==> src/vrd_pkg.sv <==
// constants, types and register map of the speaker volume and reset-domain block
// Summary of operation
// - volume registers accept every byte value
// - right and left volumes independent, adjacent
// - both volumes start at minimum
// - full reset initializes every controller register
// - soft class: soft bit, enabled switch (power-on is full class)
// - switch with enable cleared retains everything
// - power bit written zero while set: power-off class
// - rtc counters, status, alarm: full only
// - touch control and data: all but retention
// - touch calibration cleared on full only
// - key registers cleared except on retention
// - shared flags cleared except on retention
// - volumes cleared except on retention
package vrd_pkg;

    localparam int ADDR_W = 12;
    localparam int DATA_W = 32;

    // printed offsets are word indices, so each sits at four times its index
    localparam logic [11:0] VOL_RIGHT_IDX  = 12'h0D0;
    localparam logic [11:0] VOL_LEFT_IDX   = 12'h0D1;
    localparam logic [11:0] RSTCTL_IDX     = 12'h0A0;
    localparam logic [11:0] SYSPWR_IDX     = 12'h0A1;
    localparam logic [11:0] RSTSTAT_IDX    = 12'h0A2;
    localparam logic [11:0] VOL_RIGHT_ADDR = {VOL_RIGHT_IDX[9:0], 2'b00};
    localparam logic [11:0] VOL_LEFT_ADDR  = {VOL_LEFT_IDX[9:0], 2'b00};
    localparam logic [11:0] RSTCTL_ADDR    = {RSTCTL_IDX[9:0], 2'b00};
    localparam logic [11:0] SYSPWR_ADDR    = {SYSPWR_IDX[9:0], 2'b00};
    localparam logic [11:0] RSTSTAT_ADDR   = {RSTSTAT_IDX[9:0], 2'b00};

    localparam logic [7:0]  VOL_RESET      = 8'h00;
    localparam logic [7:0]  VOL_MIN        = 8'h00;
    localparam logic [7:0]  VOL_MAX        = 8'hFF;

    localparam int          SOFT_RESET_BIT = 0;
    localparam int          SWITCH_EN_BIT  = 1;
    localparam int          POWER_ON_BIT   = 0;
    localparam logic        SWITCH_EN_RESET = 1'b0;
    localparam logic        POWER_ON_RESET  = 1'b1;

    localparam int          SYNC_STAGES    = 2;

    localparam logic [1:0]  RESP_OKAY      = 2'h0;
    localparam logic [1:0]  RESP_SLVERR    = 2'h2;

    typedef enum logic [2:0] {
        CLS_NONE   = 3'b000,
        CLS_FULL   = 3'b001,
        CLS_SOFT   = 3'b010,
        CLS_POFF   = 3'b011,
        CLS_RETAIN = 3'b100
    } vrd_class_type;

endpackage : vrd_pkg

==> src/vrd_sync.sv <==
// two-stage synchroniser for asynchronous pin levels
`timescale 1ns/1ns
module vrd_sync #(
    parameter int WIDTH = 2
) (
    input  wire logic             i_clk,
    input  wire logic             i_rst_n,
    input  wire logic [WIDTH-1:0] i_async,
    output logic      [WIDTH-1:0] o_sync
);
    import vrd_pkg::*;

    genvar g;
    generate
        for (g = 0; g < WIDTH; g++) begin : g_bit
            logic [SYNC_STAGES-1:0] stage;
            // first stage feeds only the second
            always_ff @(posedge i_clk or negedge i_rst_n) begin
                if (!i_rst_n) begin
                    stage <= '0;
                end else begin
                    stage <= {stage[SYNC_STAGES-2:0], i_async[g]};
                end
            end
            assign o_sync[g] = stage[SYNC_STAGES-1];
        end
    endgenerate

endmodule : vrd_sync

==> src/vrd_axil_slave.sv <==
// axi4-lite slave front end: one write and one read outstanding
`timescale 1ns/1ns
module vrd_axil_slave (
    input  wire logic                      i_clk,
    input  wire logic                      i_rst_n,
    input  wire logic [vrd_pkg::ADDR_W-1:0] i_awaddr,
    input  wire logic                      i_awvalid,
    output logic                           o_awready,
    input  wire logic [vrd_pkg::DATA_W-1:0] i_wdata,
    input  wire logic [3:0]                i_wstrb,
    input  wire logic                      i_wvalid,
    output logic                           o_wready,
    output logic [1:0]                     o_bresp,
    output logic                           o_bvalid,
    input  wire logic                      i_bready,
    input  wire logic [vrd_pkg::ADDR_W-1:0] i_araddr,
    input  wire logic                      i_arvalid,
    output logic                           o_arready,
    output logic [vrd_pkg::DATA_W-1:0]     o_rdata,
    output logic [1:0]                     o_rresp,
    output logic                           o_rvalid,
    input  wire logic                      i_rready,
    output logic                           o_wr_en,
    output logic [vrd_pkg::ADDR_W-1:0]     o_wr_addr,
    output logic [vrd_pkg::DATA_W-1:0]     o_wr_data,
    output logic [3:0]                     o_wr_strb,
    input  wire logic                      i_wr_ok,
    output logic [vrd_pkg::ADDR_W-1:0]     o_rd_addr,
    input  wire logic [vrd_pkg::DATA_W-1:0] i_rd_data,
    input  wire logic                      i_rd_ok
);
    import vrd_pkg::*;

    wire aw_hs = i_awvalid & o_awready;
    wire w_hs  = i_wvalid & o_wready;
    wire b_hs  = o_bvalid & i_bready;
    wire ar_hs = i_arvalid & o_arready;
    wire r_hs  = o_rvalid & i_rready;

    // both halves held and no response pending: commit once
    assign o_wr_en   = ~o_awready & ~o_wready & ~o_bvalid;
    assign o_rd_addr = i_araddr;

    always_ff @(posedge i_clk or negedge i_rst_n) begin
        if (!i_rst_n) begin
            o_awready <= 1'b1;
            o_wready  <= 1'b1;
            o_bvalid  <= 1'b0;
            o_bresp   <= RESP_OKAY;
            o_wr_addr <= '0;
            o_wr_data <= '0;
            o_wr_strb <= '0;
        end else begin
            if (aw_hs) begin
                o_awready <= 1'b0;
                o_wr_addr <= i_awaddr;
            end
            if (w_hs) begin
                o_wready  <= 1'b0;
                o_wr_data <= i_wdata;
                o_wr_strb <= i_wstrb;
            end
            if (o_wr_en) begin
                o_bvalid <= 1'b1;
                o_bresp  <= i_wr_ok ? RESP_OKAY : RESP_SLVERR;
            end
            if (b_hs) begin
                o_bvalid  <= 1'b0;
                o_awready <= 1'b1;
                o_wready  <= 1'b1;
            end
        end
    end

    always_ff @(posedge i_clk or negedge i_rst_n) begin
        if (!i_rst_n) begin
            o_arready <= 1'b1;
            o_rvalid  <= 1'b0;
            o_rdata   <= '0;
            o_rresp   <= RESP_OKAY;
        end else if (ar_hs) begin
            o_arready <= 1'b0;
            o_rvalid  <= 1'b1;
            o_rdata   <= i_rd_data;
            o_rresp   <= i_rd_ok ? RESP_OKAY : RESP_SLVERR;
        end else if (r_hs) begin
            o_rvalid  <= 1'b0;
            o_arready <= 1'b1;
        end
    end

endmodule : vrd_axil_slave

==> src/vrd_top.sv <==
// speaker volume registers and reset-class arbiter for the supply controller
`timescale 1ns/1ns
module vrd_top (
    input  wire logic                       i_clk,
    input  wire logic                       i_rst_n,
    input  wire logic                       i_hard_reset_switch,
    input  wire logic                       i_reset_switch,
    input  wire logic [vrd_pkg::ADDR_W-1:0] i_awaddr,
    input  wire logic                       i_awvalid,
    output logic                            o_awready,
    input  wire logic [vrd_pkg::DATA_W-1:0] i_wdata,
    input  wire logic [3:0]                 i_wstrb,
    input  wire logic                       i_wvalid,
    output logic                            o_wready,
    output logic [1:0]                      o_bresp,
    output logic                            o_bvalid,
    input  wire logic                       i_bready,
    input  wire logic [vrd_pkg::ADDR_W-1:0] i_araddr,
    input  wire logic                       i_arvalid,
    output logic                            o_arready,
    output logic [vrd_pkg::DATA_W-1:0]      o_rdata,
    output logic [1:0]                      o_rresp,
    output logic                            o_rvalid,
    input  wire logic                       i_rready,
    output logic [7:0]                      o_right_speaker_volume,
    output logic [7:0]                      o_left_speaker_volume,
    output logic                            o_system_power_on,
    output logic                            o_clear_full_only,
    output logic                            o_clear_common,
    output vrd_pkg::vrd_class_type          o_applied_class
);
    import vrd_pkg::*;

    logic [1:0]              sw_sync;
    logic [1:0]              sw_prev;
    logic                    switch_reset_enable_bit;
    vrd_class_type           last_class;
    vrd_class_type           next_class;
    logic                    wr_en;
    logic [ADDR_W-1:0]       wr_addr;
    logic [DATA_W-1:0]       wr_data;
    logic [3:0]              wr_strb;
    logic [ADDR_W-1:0]       rd_addr;
    logic [DATA_W-1:0]       rd_data;
    logic                    rd_ok;
    logic                    wr_ok;

    vrd_axil_slave u_bus (
        .i_clk     (i_clk),
        .i_rst_n   (i_rst_n),
        .i_awaddr  (i_awaddr),
        .i_awvalid (i_awvalid),
        .o_awready (o_awready),
        .i_wdata   (i_wdata),
        .i_wstrb   (i_wstrb),
        .i_wvalid  (i_wvalid),
        .o_wready  (o_wready),
        .o_bresp   (o_bresp),
        .o_bvalid  (o_bvalid),
        .i_bready  (i_bready),
        .i_araddr  (i_araddr),
        .i_arvalid (i_arvalid),
        .o_arready (o_arready),
        .o_rdata   (o_rdata),
        .o_rresp   (o_rresp),
        .o_rvalid  (o_rvalid),
        .i_rready  (i_rready),
        .o_wr_en   (wr_en),
        .o_wr_addr (wr_addr),
        .o_wr_data (wr_data),
        .o_wr_strb (wr_strb),
        .i_wr_ok   (wr_ok),
        .o_rd_addr (rd_addr),
        .i_rd_data (rd_data),
        .i_rd_ok   (rd_ok)
    );

    // switches are mechanical pins, so they cross into the clock domain first
    vrd_sync #(
        .WIDTH (2)
    ) u_sync (
        .i_clk   (i_clk),
        .i_rst_n (i_rst_n),
        .i_async ({i_hard_reset_switch, i_reset_switch}),
        .o_sync  (sw_sync)
    );

    // address decode; only byte lane 0 carries register data
    wire hit_right   = (wr_addr == VOL_RIGHT_ADDR);
    wire hit_left    = (wr_addr == VOL_LEFT_ADDR);
    wire hit_rstctl  = (wr_addr == RSTCTL_ADDR);
    wire hit_syspwr  = (wr_addr == SYSPWR_ADDR);
    wire hit_rststat = (wr_addr == RSTSTAT_ADDR);
    assign wr_ok = hit_right | hit_left | hit_rstctl | hit_syspwr | hit_rststat;

    wire lane0       = wr_en & wr_strb[0];
    wire wr_right    = lane0 & hit_right;
    wire wr_left     = lane0 & hit_left;
    wire wr_rstctl   = lane0 & hit_rstctl;
    wire wr_syspwr   = lane0 & hit_syspwr;

    // press detection on the synchronised levels
    wire hard_rise   = sw_sync[1] & ~sw_prev[1];
    wire switch_rise = sw_sync[0] & ~sw_prev[0];

    wire soft_req    = wr_rstctl & wr_data[SOFT_RESET_BIT];
    wire soft_ev     = soft_req | (switch_rise & switch_reset_enable_bit);
    wire retain_ev   = switch_rise & ~switch_reset_enable_bit;
    // power-off on a falling power bit
    wire poff_ev     = wr_syspwr & ~wr_data[POWER_ON_BIT] & o_system_power_on;
    wire full_ev     = hard_rise;

    assign next_class = full_ev   ? CLS_FULL :
                        soft_ev   ? CLS_SOFT :
                        poff_ev   ? CLS_POFF :
                        retain_ev ? CLS_RETAIN : CLS_NONE;

    wire clr_common_ev = (next_class == CLS_FULL) | (next_class == CLS_SOFT) |
                         (next_class == CLS_POFF);
    wire clr_full_ev   = (next_class == CLS_FULL);

    // power-on is the asynchronous reset and counts as full class
    always_ff @(posedge i_clk or negedge i_rst_n) begin
        if (!i_rst_n) begin
            sw_prev           <= 2'h0;
            o_applied_class   <= CLS_FULL;
            o_clear_full_only <= 1'b1;
            o_clear_common    <= 1'b1;
        end else begin
            sw_prev           <= sw_sync;
            o_applied_class   <= next_class;
            o_clear_full_only <= clr_full_ev;
            o_clear_common    <= clr_common_ev;
        end
    end

    // every class, retention included, stays readable until the next event
    always_ff @(posedge i_clk or negedge i_rst_n) begin
        if (!i_rst_n) begin
            last_class <= CLS_FULL;
        end else if (next_class != CLS_NONE) begin
            last_class <= next_class;
        end
    end

    always_ff @(posedge i_clk or negedge i_rst_n) begin
        if (!i_rst_n) begin
            o_right_speaker_volume <= VOL_RESET;
            o_left_speaker_volume  <= VOL_RESET;
        end else if (clr_common_ev) begin
            o_right_speaker_volume <= VOL_RESET;
            o_left_speaker_volume  <= VOL_RESET;
        end else begin
            if (wr_right) begin
                o_right_speaker_volume <= wr_data[7:0];
            end
            if (wr_left) begin
                o_left_speaker_volume <= wr_data[7:0];
            end
        end
    end

    // soft request bit is not stored: the reset it causes clears it anyway
    always_ff @(posedge i_clk or negedge i_rst_n) begin
        if (!i_rst_n) begin
            switch_reset_enable_bit <= SWITCH_EN_RESET;
        end else if (clr_common_ev) begin
            switch_reset_enable_bit <= SWITCH_EN_RESET;
        end else if (wr_rstctl) begin
            switch_reset_enable_bit <= wr_data[SWITCH_EN_BIT];
        end
    end

    // power bit: full and soft restore it, power-off leaves it low
    always_ff @(posedge i_clk or negedge i_rst_n) begin
        if (!i_rst_n) begin
            o_system_power_on <= POWER_ON_RESET;
        end else if (clr_full_ev || next_class == CLS_SOFT) begin
            o_system_power_on <= POWER_ON_RESET;
        end else if (wr_syspwr) begin
            o_system_power_on <= wr_data[POWER_ON_BIT];
        end
    end

    // read mux; unmapped words answer with an error and zero data
    wire rd_right   = (rd_addr == VOL_RIGHT_ADDR);
    wire rd_left    = (rd_addr == VOL_LEFT_ADDR);
    wire rd_rstctl  = (rd_addr == RSTCTL_ADDR);
    wire rd_syspwr  = (rd_addr == SYSPWR_ADDR);
    wire rd_rststat = (rd_addr == RSTSTAT_ADDR);
    assign rd_ok = rd_right | rd_left | rd_rstctl | rd_syspwr | rd_rststat;

    wire [DATA_W-1:0] rd_rstctl_word = {30'h0000_0000, switch_reset_enable_bit, 1'b0};
    assign rd_data = rd_right   ? {24'h00_0000, o_right_speaker_volume} :
                     rd_left    ? {24'h00_0000, o_left_speaker_volume}  :
                     rd_rstctl  ? rd_rstctl_word                        :
                     rd_syspwr  ? {31'h0000_0000, o_system_power_on}    :
                     rd_rststat ? {29'h0000_0000, last_class}           :
                                  32'h0000_0000;
endmodule : vrd_top

==> config.mk <==
export PLATFORM = sky130hd
export DESIGN_NAME = vrd_top
export DESIGN_NICKNAME = d
export VERILOG_FILES = /design/src/vrd_pkg.sv /design/src/vrd_sync.sv /design/src/vrd_axil_slave.sv /design/src/vrd_top.sv
export SDC_FILE = /design/constraint.sdc
export NUM_CORES = 1
export LEC_CHECK = 0
export ABC_AREA = 1
export ABC_CLOCK_PERIOD_IN_PS = 2500
export BUFFER_PORTS_ARGS = -buffer_cell sky130_fd_sc_hd__buf_2
export CORE_ASPECT_RATIO = 0.7
export CORE_MARGIN = 5
export CORE_UTILIZATION = 42
export DETAILED_ROUTE_END_ITERATION = 8
export PLACE_DENSITY_LB_ADDON = 0.1
export SYNTH_ARGS = -nofsm -noshare
export SYNTH_HDL_FRONTEND = slang
export SYNTH_HIERARCHICAL = 1
export SYNTH_SLANG_ARGS = --single-unit
==> constraint.sdc <==
create_clock -name i_clk -period 2.5 [get_ports i_clk]
set_input_delay 0 -clock i_clk [delete_from_list [all_inputs] [get_ports i_clk]]
set_output_delay 0 -clock i_clk [all_outputs]
set_load 0.02 [all_outputs]
# == Yosys cells after proc, flatten, opt, wreduce, memory -nomap -nowiden ==
# Index checks and enable logic that the tools add are counted.
# W data, S select, Z words.
# classes
n_addsub,0
mul,0
div_mod_pow,0
order_cmp,0
n_eq_ne,13
n_shift,0
n_mux,29
bitwise_logic,37
n_reduce_logical,10
# op_table
operator,count
$eq A12 B10 Y1 const B,10
$mux W8,6
$mux W3,7
$and A1 B1 Y1,19
$reduce_bool A2 Y1,8
$mux W1,14
$or A1 B1 Y1,11
$not A1 Y1,7
$eq A3 B2 Y1 const B,2
$mux W2,2
$eq A3 B1 Y1 const B,1
$reduce_bool A3 Y1,1
$logic_or A1 B1 Y1,1
# totals
register_bits,94
latch_bits,0
mem_bits_rw,0
rom_bits,0
word_cells,111
n_memories,0

# == Depth between registers and ports, before layout ==
# Gate-level depths: netlist (run 1).
# logic_depth
depth_word,14
mapped_depth,12
depth_no_buf,11

# == Cells and area by module ==
# The synthesis (run 1) kept the hierarchy.
# modules_own_cells
module,n_inst,cells_each,area_per_inst_um2
vrd_axil_slave,1,393,3579.7
vrd_top,1,214,1647.8
vrd_sync,1,6,115.1

# == Worst setup path after synthesis (run 1) ==
# Ideal clock, no wire load.
# synth_timing
path_kind,flip-flop to flip-flop
start,register u_bus.o_wready
end,register o_left_speaker_volume[6]
setup_ns,0.066
arrival_ns,1.862
slack_ns,0.572
stages_incl_launch_ff,13
period_less_slack_ns,1.928
path_cell_list,dfstp_2 buf_4 nor2_1 nand2_1 inv_1 nand2_1 inv_1 nand4_1 nand2_2 nor2_4 buf_6 nand4_1 nand2_1
# synth_via
elab_chain_len,14
word_cells_on_any_way,21
classes_between,3 x eq/ne; 4 x mux; 13 x bitwise; 1 x reduce/logical
# synth_rtl
element,line_no,text
"start, declared",vrd_axil_slave.sv:12,"output logic o_wready,"
"start signal, assigned",vrd_axil_slave.sv:47,o_wready <= 1'b1;
"start signal, assigned",vrd_axil_slave.sv:59,o_wready <= 1'b0;
"start signal, assigned",vrd_axil_slave.sv:70,o_wready <= 1'b1;
$not A1 Y1 (*),vrd_axil_slave.sv:41,assign o_wr_en = ~o_awready & ~o_wready & ~o_bvalid;
$and A1 B1 Y1 (*) (2 in series),vrd_axil_slave.sv:41,
named net wr_en,vrd_top.sv:39,logic wr_en;
$and A1 B1 Y1 (*),vrd_top.sv:96,wire lane0 = wr_en & wr_strb[0];
$and A1 B1 Y1,vrd_top.sv:100,wire wr_syspwr = lane0 & hit_syspwr;
$and A1 B1 Y1 (2 in series),vrd_top.sv:110,wire poff_ev = wr_syspwr & ~wr_data[POWER_ON_BIT] & o_system_power_on;
$mux W3,vrd_top.sv:115,poff_ev ? CLS_POFF :
$mux W3,vrd_top.sv:114,soft_ev ? CLS_SOFT :
$mux W3,vrd_top.sv:113,assign next_class = full_ev ? CLS_FULL :
$eq A3 B1 Y1 / $eq A3 B2 Y1 (equally long branches),vrd_top.sv:118,wire clr_common_ev = (next_class == CLS_FULL) | (next_class == CLS_SOFT) |
$or A1 B1 Y1 (2 in series),vrd_top.sv:118,
$mux W8 / $reduce_bool A2 Y1 (equally long branches),-,
"end signal, assigned",vrd_top.sv:158,o_left_speaker_volume <= wr_data[7:0];
"end, declared",vrd_top.sv:26,"output logic [7:0] o_left_speaker_volume,"
# The timed path passes the listed nets; every way through them passes the cells marked *.
# A chain may end at the register's enable or synchronous reset.

# == Worst setup path after layout (run 1) ==
# layout_timing
start,register u_bus.o_wready
end,register last_class[2]
# layout_via
elab_chain_len,11
word_cells_on_any_way,14
classes_between,3 x mux; 10 x bitwise; 1 x reduce/logical
# layout_rtl
element,line_no,text
$not A1 Y1 (*),vrd_axil_slave.sv:41,
$and A1 B1 Y1 (*) (2 in series),vrd_axil_slave.sv:41,
named net wr_en,vrd_top.sv:39,
$and A1 B1 Y1 (*),vrd_top.sv:96,
$and A1 B1 Y1,vrd_top.sv:100,
$and A1 B1 Y1 (2 in series),vrd_top.sv:110,
$mux W3,vrd_top.sv:115,
$mux W3 (*),vrd_top.sv:114,
$mux W3 (*),vrd_top.sv:113,
$reduce_bool A3 Y1,vrd_top.sv:141,end else if (next_class != CLS_NONE) begin
"end signal, assigned",vrd_top.sv:142,last_class <= next_class;
"end, declared",vrd_top.sv:37,vrd_class_type last_class;
# Marks and branches as above.

==> flow_summary.yaml, run 1 <==
layout:
  area_growth_syn_to_layout_pct: 26.3
  drive_gt1_share_pct: 22.9
  fillers: 916
  fin_area_um2: 5430
  diodes: 0
  nets: 696
  ff_latch_area_um2: 2310
  layout.cells.non_filler: 760
  multiInputGateArea_um2: 1630
global_route:
  grt_pass1_vias: 3469
  grt_antenna_before_repair: 0
  grt_max_degree: 59
  overflow: 0
  grt_pass1_wl_um: 17700
  grt.total_usage_pct: 18.2
worst_hold_path:
  hold_start: "i_awvalid"
  whs_endpoint: "u_bus/o_wr_addr[0]"
  hold_class: "primary input to flop"
  min_path_cells: 3
synth:
  synthCells: 502
  yosysWarnings: 6
  avgSynthCellArea_um2: 8.57
  syn-cell-area_um2: 4300
timing:
  fmax_mhz: 471
  worst_pin_slew_ps: 744
  layout_min_cycle_time_ps: 2120
  fin_crit_sh_pct: 84.8
  tns_ps: 0
  finalHoldViolCount: 0
  maxSlewViolCount: 0
  rsz0062_at_grt: "false"
  finalSetupViolCount: 0
  skew_ps: 5.59
  relSlewSlack_pct: 50.4
setup_path:
  arrival_ps: 2390
  slowest_delay_ps: 660
  crit_fanout: 37
  r2r_cells: 11
  path_class: "flop to flop"
  cp-end-kind: "flop"
  critical_path.top_delay_family: "simple AND/OR/NAND/NOR gates"
  r2r_setup_slack_ps: 380
  cp-start-kind: "flop"
  cpMostUsedCell: "nand2_1"
  r2r-start: "u_bus/o_wready"
  cp.buffers_inverters: 3
  cp.required_ps: 2770
  timing.rr.end: "last_class[2]"
  cpMaxStageDelayCell: "dfstp_2"
  crit_chain: "nor2_1 > nand2_1 > inv_1 > nand2_1 > inv_1 > nand4_1 > nand2_2 > nor2_4 > buf_12 > nand2_1 > o21ai_1"
placement:
  place_inst: 716
  globalplace.congestion: 0.778
  numPortBuffers: 102
  dp_hpwl_um: 7190
  postPlaceCellArea_um2: 4810
clock_network:
  clockBufferDepth: 2
  numCtsBuffers: 9
  insertion_delay_ps: 340
  clk_pin_slew_ps: 60
  numClockSinks: 92
  htreeDepth: 3
  cts_root_buffer: "clkbuf_16"
  cts_resized: 0
  cts_tree: "yes"
drt:
  firstDrtPassIters: 4
  num_vias: 3629
  drc: 0
  post_drt_wl_per_cell_um: 13.8
  ant_nets: 0
  drt-total-wl_um: 10500
  drt_iter0_markers: 222
  viasPerCell: 4.78
power_and_ir_drop:
  leakage_uw: 0.00302
  ir_drop_mv: 0.586
  total_power_uw: 5230
  p_per_area_nw_per_um2: 962
floorplan:
  die_x_um: 131
  start_util_pct: 43.7
  dieHeight_um: 94.7
  core_region_area_um2: 9830
  rows: 30
  num_io_pins: 132
  die_area_um2: 12400
flow_run:
  drv_cap: 0
run_status:
  status: "completed"
-- what timing repair did --
action | CTS | global route
hold endpoints to repair | 78 | 0
setup buffers | 0 | 0
hold buffers | 28 | 0
endpoints found under the setup margin | 0 | 0
-- cells in the final DEF (no fill, tap or decap), types with 8 or more instances in the layout --
cell,count
dfrtp_1,84
nand4_1,42
nand3_1,74
clkbuf_16,9
dlygate4sd3_1,28
inv_1,33
conb_1,26
nand2_1,160
buf_2,101
o21ai_0,8
nor2_1,17
dfstp_2,8
-- per-layer routing --
layer / wire length [um] / track usage (%) / up-vias
met5: 0 / 0 / -
met4: 69 / 4.28 / 0
met3: 747 / 5.43 / 4
met2: 4540 / 25.1 / 104
met1: 5160 / 27.8 / 1661
li1: - / - / 1860
-- worst reg2reg max path: cells and delay by family, from the launching register on --
family | cells | cell delay, ps
compound gates | 1 | 150
buf+inv | 3 | 370
flops | 1 | 660
simple gates | 7 | 860
-- where the power goes --
part | switching, uW | total, uW | leakage [uW] | internal, uW
Clock | 567 | 1500 | 0.000158 | 932
Combinational | 991 | 1480 | 0.00170 | 486
Sequential | 332 | 2250 | 0.00116 | 1920
Total | 1890 | 5230 | 0.00302 | 3340
-- worst max-delay path by stage --
stage,from,end,slack [ps],cells after the start
global placement,u_bus/o_wready,last_class[2],510,11
detailed placement,u_bus/o_wready,last_class[2],430,11
finish,u_bus/o_wready,last_class[2],380,11
CTS,u_bus/o_wready,last_class[2],390,11
floorplan,u_bus/o_wready,o_left_speaker_volume[6],620,12
global route,u_bus/o_wready,last_class[2],160,11
-- registers in the layout, summed over array words and instances, names as in the netlist, 2 cells and up --
register	count
last_class	3
o_applied_class	3
o_left_speaker_volume	8
o_right_speaker_volume	8
sw_prev	2
u_bus/o_rdata	32
u_bus/o_wr_addr	12
u_bus/o_wr_data	8
u_sync/g_bit.stage	4
-- through the flow --
step / util (%) / setup WS (ps) / hold slack, ps
after floorplan: - / 623 / -296
after global routing: 55.2 / 157 / 46.6
final: 55.2 / 379 / 36.4
after global placement: 49.0 / 507 / 108
after detailed placement: 49.0 / 429 / 109
after CTS: 55.2 / 395 / 10.9
-- area by class of cell --
| cell class | instances | share of cell area [%] |
|---|---|---|
| Sequential cell | 92 | 42.6 |
| Inverter | 34 | 2.35 |
| Tap cell | 128 | 2.95 |
| Clock inverter | 5 | 1.54 |
| Multi-Input combinational cell | 354 | 30.0 |
| Timing Repair Buffer | 136 | 15.9 |
| Clock buffer | 11 | 4.65 |
(Power assumes the default switching activity.)
==> inputs of run 2 (changes only) <==
ABC_CLOCK_PERIOD_IN_PS = 2100   (was 2500)
clock period = 2.1 ns   (was 2.5 ns; I/O delays follow)
==> run 2 against run 1 <==
Compared with the run above: clock skew rose by 1.1 ps; largest cell class unchanged; critical path type unchanged; die area did not move; design area fell by 0.60%.
==> flow_summary.yaml, run 2 (synthesis gave the netlist of run 1 again) <==
drt:
  viasPerCell: 4.77
  num_vias: 3641
  post_drt_wl_per_cell_um: 13.5
  drt_iter0_markers: 189
  ant_nets: 0
  drt-total-wl_um: 10300
  drc: 0
  firstDrtPassIters: 4
floorplan:
  die_area_um2: 12400
  dieHeight_um: 94.7
  num_io_pins: 132
  rows: 30
  start_util_pct: 43.7
  core_region_area_um2: 9830
  die_x_um: 131
timing:
  maxSlewViolCount: 0
  worst_pin_slew_ps: 874
  relSlewSlack_pct: 41.7
  fin_crit_sh_pct: 87.1
  skew_ps: 6.67
  finalHoldViolCount: 0
  rsz0062_at_grt: "false"
  fmax_mhz: 547
  layout_min_cycle_time_ps: 1830
  finalSetupViolCount: 0
  tns_ps: 0
setup_path:
  path_class: "flop to flop"
  cp-start-kind: "flop"
  arrival_ps: 2110
  cpMaxStageDelayCell: "dfstp_2"
  r2r_cells: 11
  crit_fanout: 32
  r2r-start: "u_bus/o_awready"
  cp.required_ps: 2380
  critPathLaunch: "u_bus/o_awready"
  cp-end-kind: "flop"
  timing.rr.end: "o_right_speaker_volume[3]"
  cp-endpoint: "o_right_speaker_volume[3]"
  r2r_setup_slack_ps: 270
  crit_chain: "nor2_1 > nand2_1 > inv_1 > nand2_2 > inv_1 > nand4_1 > nand2_2 > nor2_4 > buf_12 > nand4_1 > nand2_1"
  slowest_delay_ps: 520
global_route:
  overflow: 0
  grt_pass1_vias: 3419
  grt_antenna_before_repair: 0
  grt.total_usage_pct: 17.6
  grt_pass1_wl_um: 17000
  grt_max_degree: 70
clock_network:
  post_cts_buffers: 0
  numClockSinks: 92
  cts_root_buffer: "clkbuf_16"
  insertion_delay_ps: 340
  numCtsBuffers: 9
  htreeDepth: 3
  clk_pin_slew_ps: 60
  cts_tree: "yes"
  clockBufferDepth: 2
placement:
  dp_hpwl_um: 7220
  numPortBuffers: 102
  globalplace.congestion: 0.784
worst_hold_path:
  hold_class: "primary input to flop"
layout:
  area_growth_syn_to_layout_pct: 25.5
  regMostFlops: "u_bus/o_rdata"
  fillers: 906
  drive_gt1_share_pct: 23.3
  diodes: 0
  largest_reg_flops: 32
  nets: 700
  multiInputGateArea_um2: 1630
  ff_latch_area_um2: 2310
  final_cell_mix: "nand2_1, buf_2, dfrtp_1"
  largestRegisters: "u_bus/o_rdata: 32 flops, u_bus/o_wr_addr: 12 flops"
  final_common_cell: "nand2_1"
power_and_ir_drop:
  leakage_uw: 0.00301
  total_power_uw: 5980
  ir_drop_mv: 0.649
  p_per_area_nw_per_um2: 1110
run_status:
  status: "completed"
flow_run:
  drv_cap: 0
==> run 2: critical path: cells and delay by family, from the launching register on <==
family | cells | cell delay (ps)
buf+inv | 3 | 360
flops | 1 | 520
simple gates | 8 | 880
==> run 2: metrics by stage <==
stage                     cells  utilization [%]  area [um2]  hold WS, ps  setup WS [ps]
after floorplan             526                -        4390         -296            223
after global placement      719             49.1        4820          108            256
after global routing        764             54.9        5400         45.3           70.9
after CTS                   764             54.9        5400         10.4            194
final                       764             54.9        5400         26.1            272
after detailed placement    719             49.1        4820          109            220
==> run 2: cell type report <==
class / instances / area share [%]
Sequential cell: 92 / 42.8
Clock buffer: 12 / 4.75
Tap cell: 128 / 2.97
Clock inverter: 4 / 0.463
Multi-Input combinational cell: 354 / 30.3
Inverter: 34 / 2.36
Timing Repair Buffer: 140 / 16.4
==> run 2: worst min-delay path by stage <==
stage	end	cells past startpoint	start
floorplan	last_class[1]	0	i_rst_n
global placement	u_sync/g_bit[1].stage[0]	1	i_hard_reset_switch
detailed placement	u_sync/g_bit[0].stage[0]	1	i_reset_switch
CTS	u_bus/o_awready	2	i_awvalid
global route	u_bus/o_wr_addr[9]	3	i_awvalid
finish	u_bus/o_awready	2	i_awvalid
==> run 2: repair_timing <==
item                                    4_1_cts  5_1_grt
hold endpoints to repair                     87        0
endpoints found under the setup margin        0        3
gates resized for setup                       0        1
hold buffers                                 29        0
==> run 2: routing by layer <==
metal / global-route usage, % / share of wire [%] / vias to the layer above / routed length, um
met2: 25.0 / 42 / 117 / 4360
met5: 0 / 0 / - / 0
met3: 5.60 / 8.0 / 5 / 826
li1: - / - / 1863 / -
met4: 3.08 / 0.61 / 0 / 63
met1: 26.4 / 49 / 1656 / 5080
==> run 2: report_power, final <==
group / switching [uW] / total (uW) / internal (uW)
registers: 385 / 2670 / 2280
logic: 1190 / 1780 / 592
clock network: 663 / 1530 / 863
total: 2240 / 5980 / 3740
==> inputs of run 3 (changes only) <==
RECOVER_POWER = 25   (was not set)
==> run 3 against run 2 <==
Compared with the run above: cell count unchanged; first-iteration DRC count up 3.7%; via count about the same; fmax down 0.69%; sequential cell count unchanged; worst setup slack worse by 13 ps; clock skew up 1.3 ps; utilization down 0.57 points; sequential share of layout area up 0.45 points; critical path type unchanged; critical endpoint unchanged.
==> flow_summary.yaml, run 3 (synthesis gave the netlist of run 1 again) <==
global_route:
  grt_pass1_wl_um: 17000
  grt.total_usage_pct: 17.6
  grt_antenna_before_repair: 0
  grt_pass1_vias: 3419
  overflow: 0
  grt_max_degree: 70
setup_path:
  cp.required_ps: 2380
  crit_fanout: 32
  r2r_cells: 11
  arrival_ps: 2120
  slowest_delay_ps: 520
  critical_path.top_delay_family: "simple AND/OR/NAND/NOR gates"
  cp-end-kind: "flop"
  timing.rr.end: "o_right_speaker_volume[3]"
  crit_chain: "nor2_1 > nand2_1 > inv_1 > nand2_2 > inv_1 > nand4_1 > nand2_2 > nor2_4 > buf_12 > nand4_1 > nand2_1"
  cp.buffers_inverters: 3
  path_class: "flop to flop"
  r2r_setup_slack_ps: 260
  r2r-start: "u_bus/o_awready"
  cp-start-kind: "flop"
  cpMaxStageDelayCell: "dfstp_2"
placement:
  numPortBuffers: 102
  dp_hpwl_um: 7220
  globalplace.congestion: 0.784
clock_network:
  post_cts_buffers: 0
  cts_root_buffer: "clkbuf_16"
  numCtsBuffers: 9
  clockBufferDepth: 2
  cts_tree: "yes"
  htreeDepth: 3
  insertion_delay_ps: 340
  numClockSinks: 92
  clk_pin_slew_ps: 60
layout:
  regMostFlops: "u_bus/o_rdata"
  nets: 700
  largest_reg_flops: 32
  largestRegisters: "u_bus/o_rdata: 32 flops, u_bus/o_wr_addr: 12 flops"
  diodes: 0
  fillers: 929
  final_cell_mix: "nand2_1, dfrtp_1, nand3_1"
  final_common_cell: "nand2_1"
  drive_gt1_share_pct: 16.0
  area_growth_syn_to_layout_pct: 24.2
run_status:
  status: "completed"
timing:
  skew_ps: 7.98
  relSlewSlack_pct: 41.5
  worst_pin_slew_ps: 878
  finalHoldViolCount: 0
  rsz0062_at_grt: "false"
  fmax_mhz: 543
  finalSetupViolCount: 0
  fin_hold_ws_ps: 32.8
  fin_crit_sh_pct: 87.7
  tns_ps: 0
  maxSlewViolCount: 0
  layout_min_cycle_time_ps: 1840
worst_hold_path:
  whs_endpoint: "u_bus/o_awready"
  hold_start: "i_awvalid"
  hold_class: "primary input to flop"
  min_path_cells: 2
floorplan:
  start_util_pct: 43.7
  rows: 30
  dieHeight_um: 94.7
  die_x_um: 131
  num_io_pins: 132
  core_region_area_um2: 9830
  die_area_um2: 12400
power_and_ir_drop:
  p_sw_uw: 2240
  seqPwrFrac_pct: 45.3
  internal_power_uw: 3670
  swShare_pct: 38.0
  leakage_uw: 0.00285
  p_per_area_nw_per_um2: 1110
  ir_drop_mv: 0.636
  comb_power_share_pct: 28.9
  p_clk_share_pct: 25.7
drt:
  post_drt_wl_per_cell_um: 13.6
  ant_nets: 0
  dr_wl_met2_um: 4510
  top_layer: "met4"
  wl_met1_um: 5140
  num_vias: 3642
  drt-total-wl_um: 10400
  drt_iter0_markers: 196
  route.met3.wl_um: 701
  viasPerCell: 4.77
  drc: 0
  firstDrtPassIters: 5
flow_run:
  drv_cap: 0
[run 3: cell types whose count changed in the layout (fill, tap and decap cells not counted)]
cell      previous run  this run
dfstp_1              0         1
clkbuf_1             1        46
dfstp_2              8         7
buf_2              101        56
[run 3: power by group through the flow]
stage,Combinational [uW],Sequential [uW],Clock [uW]
finish,1710,2680,1520
detailed placement,1760,2690,0
global placement,1720,2670,0
global route,1940,2740,1650
floorplan,937,2950,0
CTS,1810,2670,1570
[run 3: worst max path at each step]
stage | from | endpoint | cells past startpoint
2_1_floorplan | u_bus/o_wready | o_left_speaker_volume[6] | 12
3_3_place_gp | u_bus/o_awready | o_left_speaker_volume[7] | 11
3_5_place_dp | u_bus/o_awready | o_left_speaker_volume[1] | 11
4_1_cts | u_bus/o_awready | o_right_speaker_volume[3] | 11
5_1_grt | u_bus/o_wready | o_right_speaker_volume[4] | 11
6_report | u_bus/o_awready | o_right_speaker_volume[3] | 11
[run 3: layout make-up]
type,instances,area (um2),share of cell area [%]
Sequential cell,92,2310,43.3
Multi-Input combinational cell,354,1630,30.6
Timing Repair Buffer,140,827,15.5
Clock buffer,12,256,4.80
Tap cell,128,160,3.00
Inverter,34,128,2.39
Clock inverter,4,25.0,0.468
[run 3: through the flow]
step                total power (uW)  cells  util (%)  instance area [um2]  worst slack (ps)
floorplan                       3880    526         -                 4390               223
global route                    6330    764      54.3                 5340              56.7
CTS                             6040    764      54.9                 5400               194
detailed placement              4450    719      49.1                 4820               220
finish                          5910    764      54.3                 5340               259
global placement                4390    719      49.1                 4820               256
[run 3: routing by layer]
metal / vias to the layer above / GRT usage [%]
met1: 1674 / 26.4
met3: 2 / 5.60
li1: 1863 / -
met2: 103 / 25.0
met5: - / 0
met4: 0 / 3.08
[run 3: repair_timing]
item | in CTS | in global routing
setup endpoints to repair | 0 | 3
hold buffers | 29 | 0
gates resized for setup | 0 | 1
endpoints found under the hold margin | 87 | 0
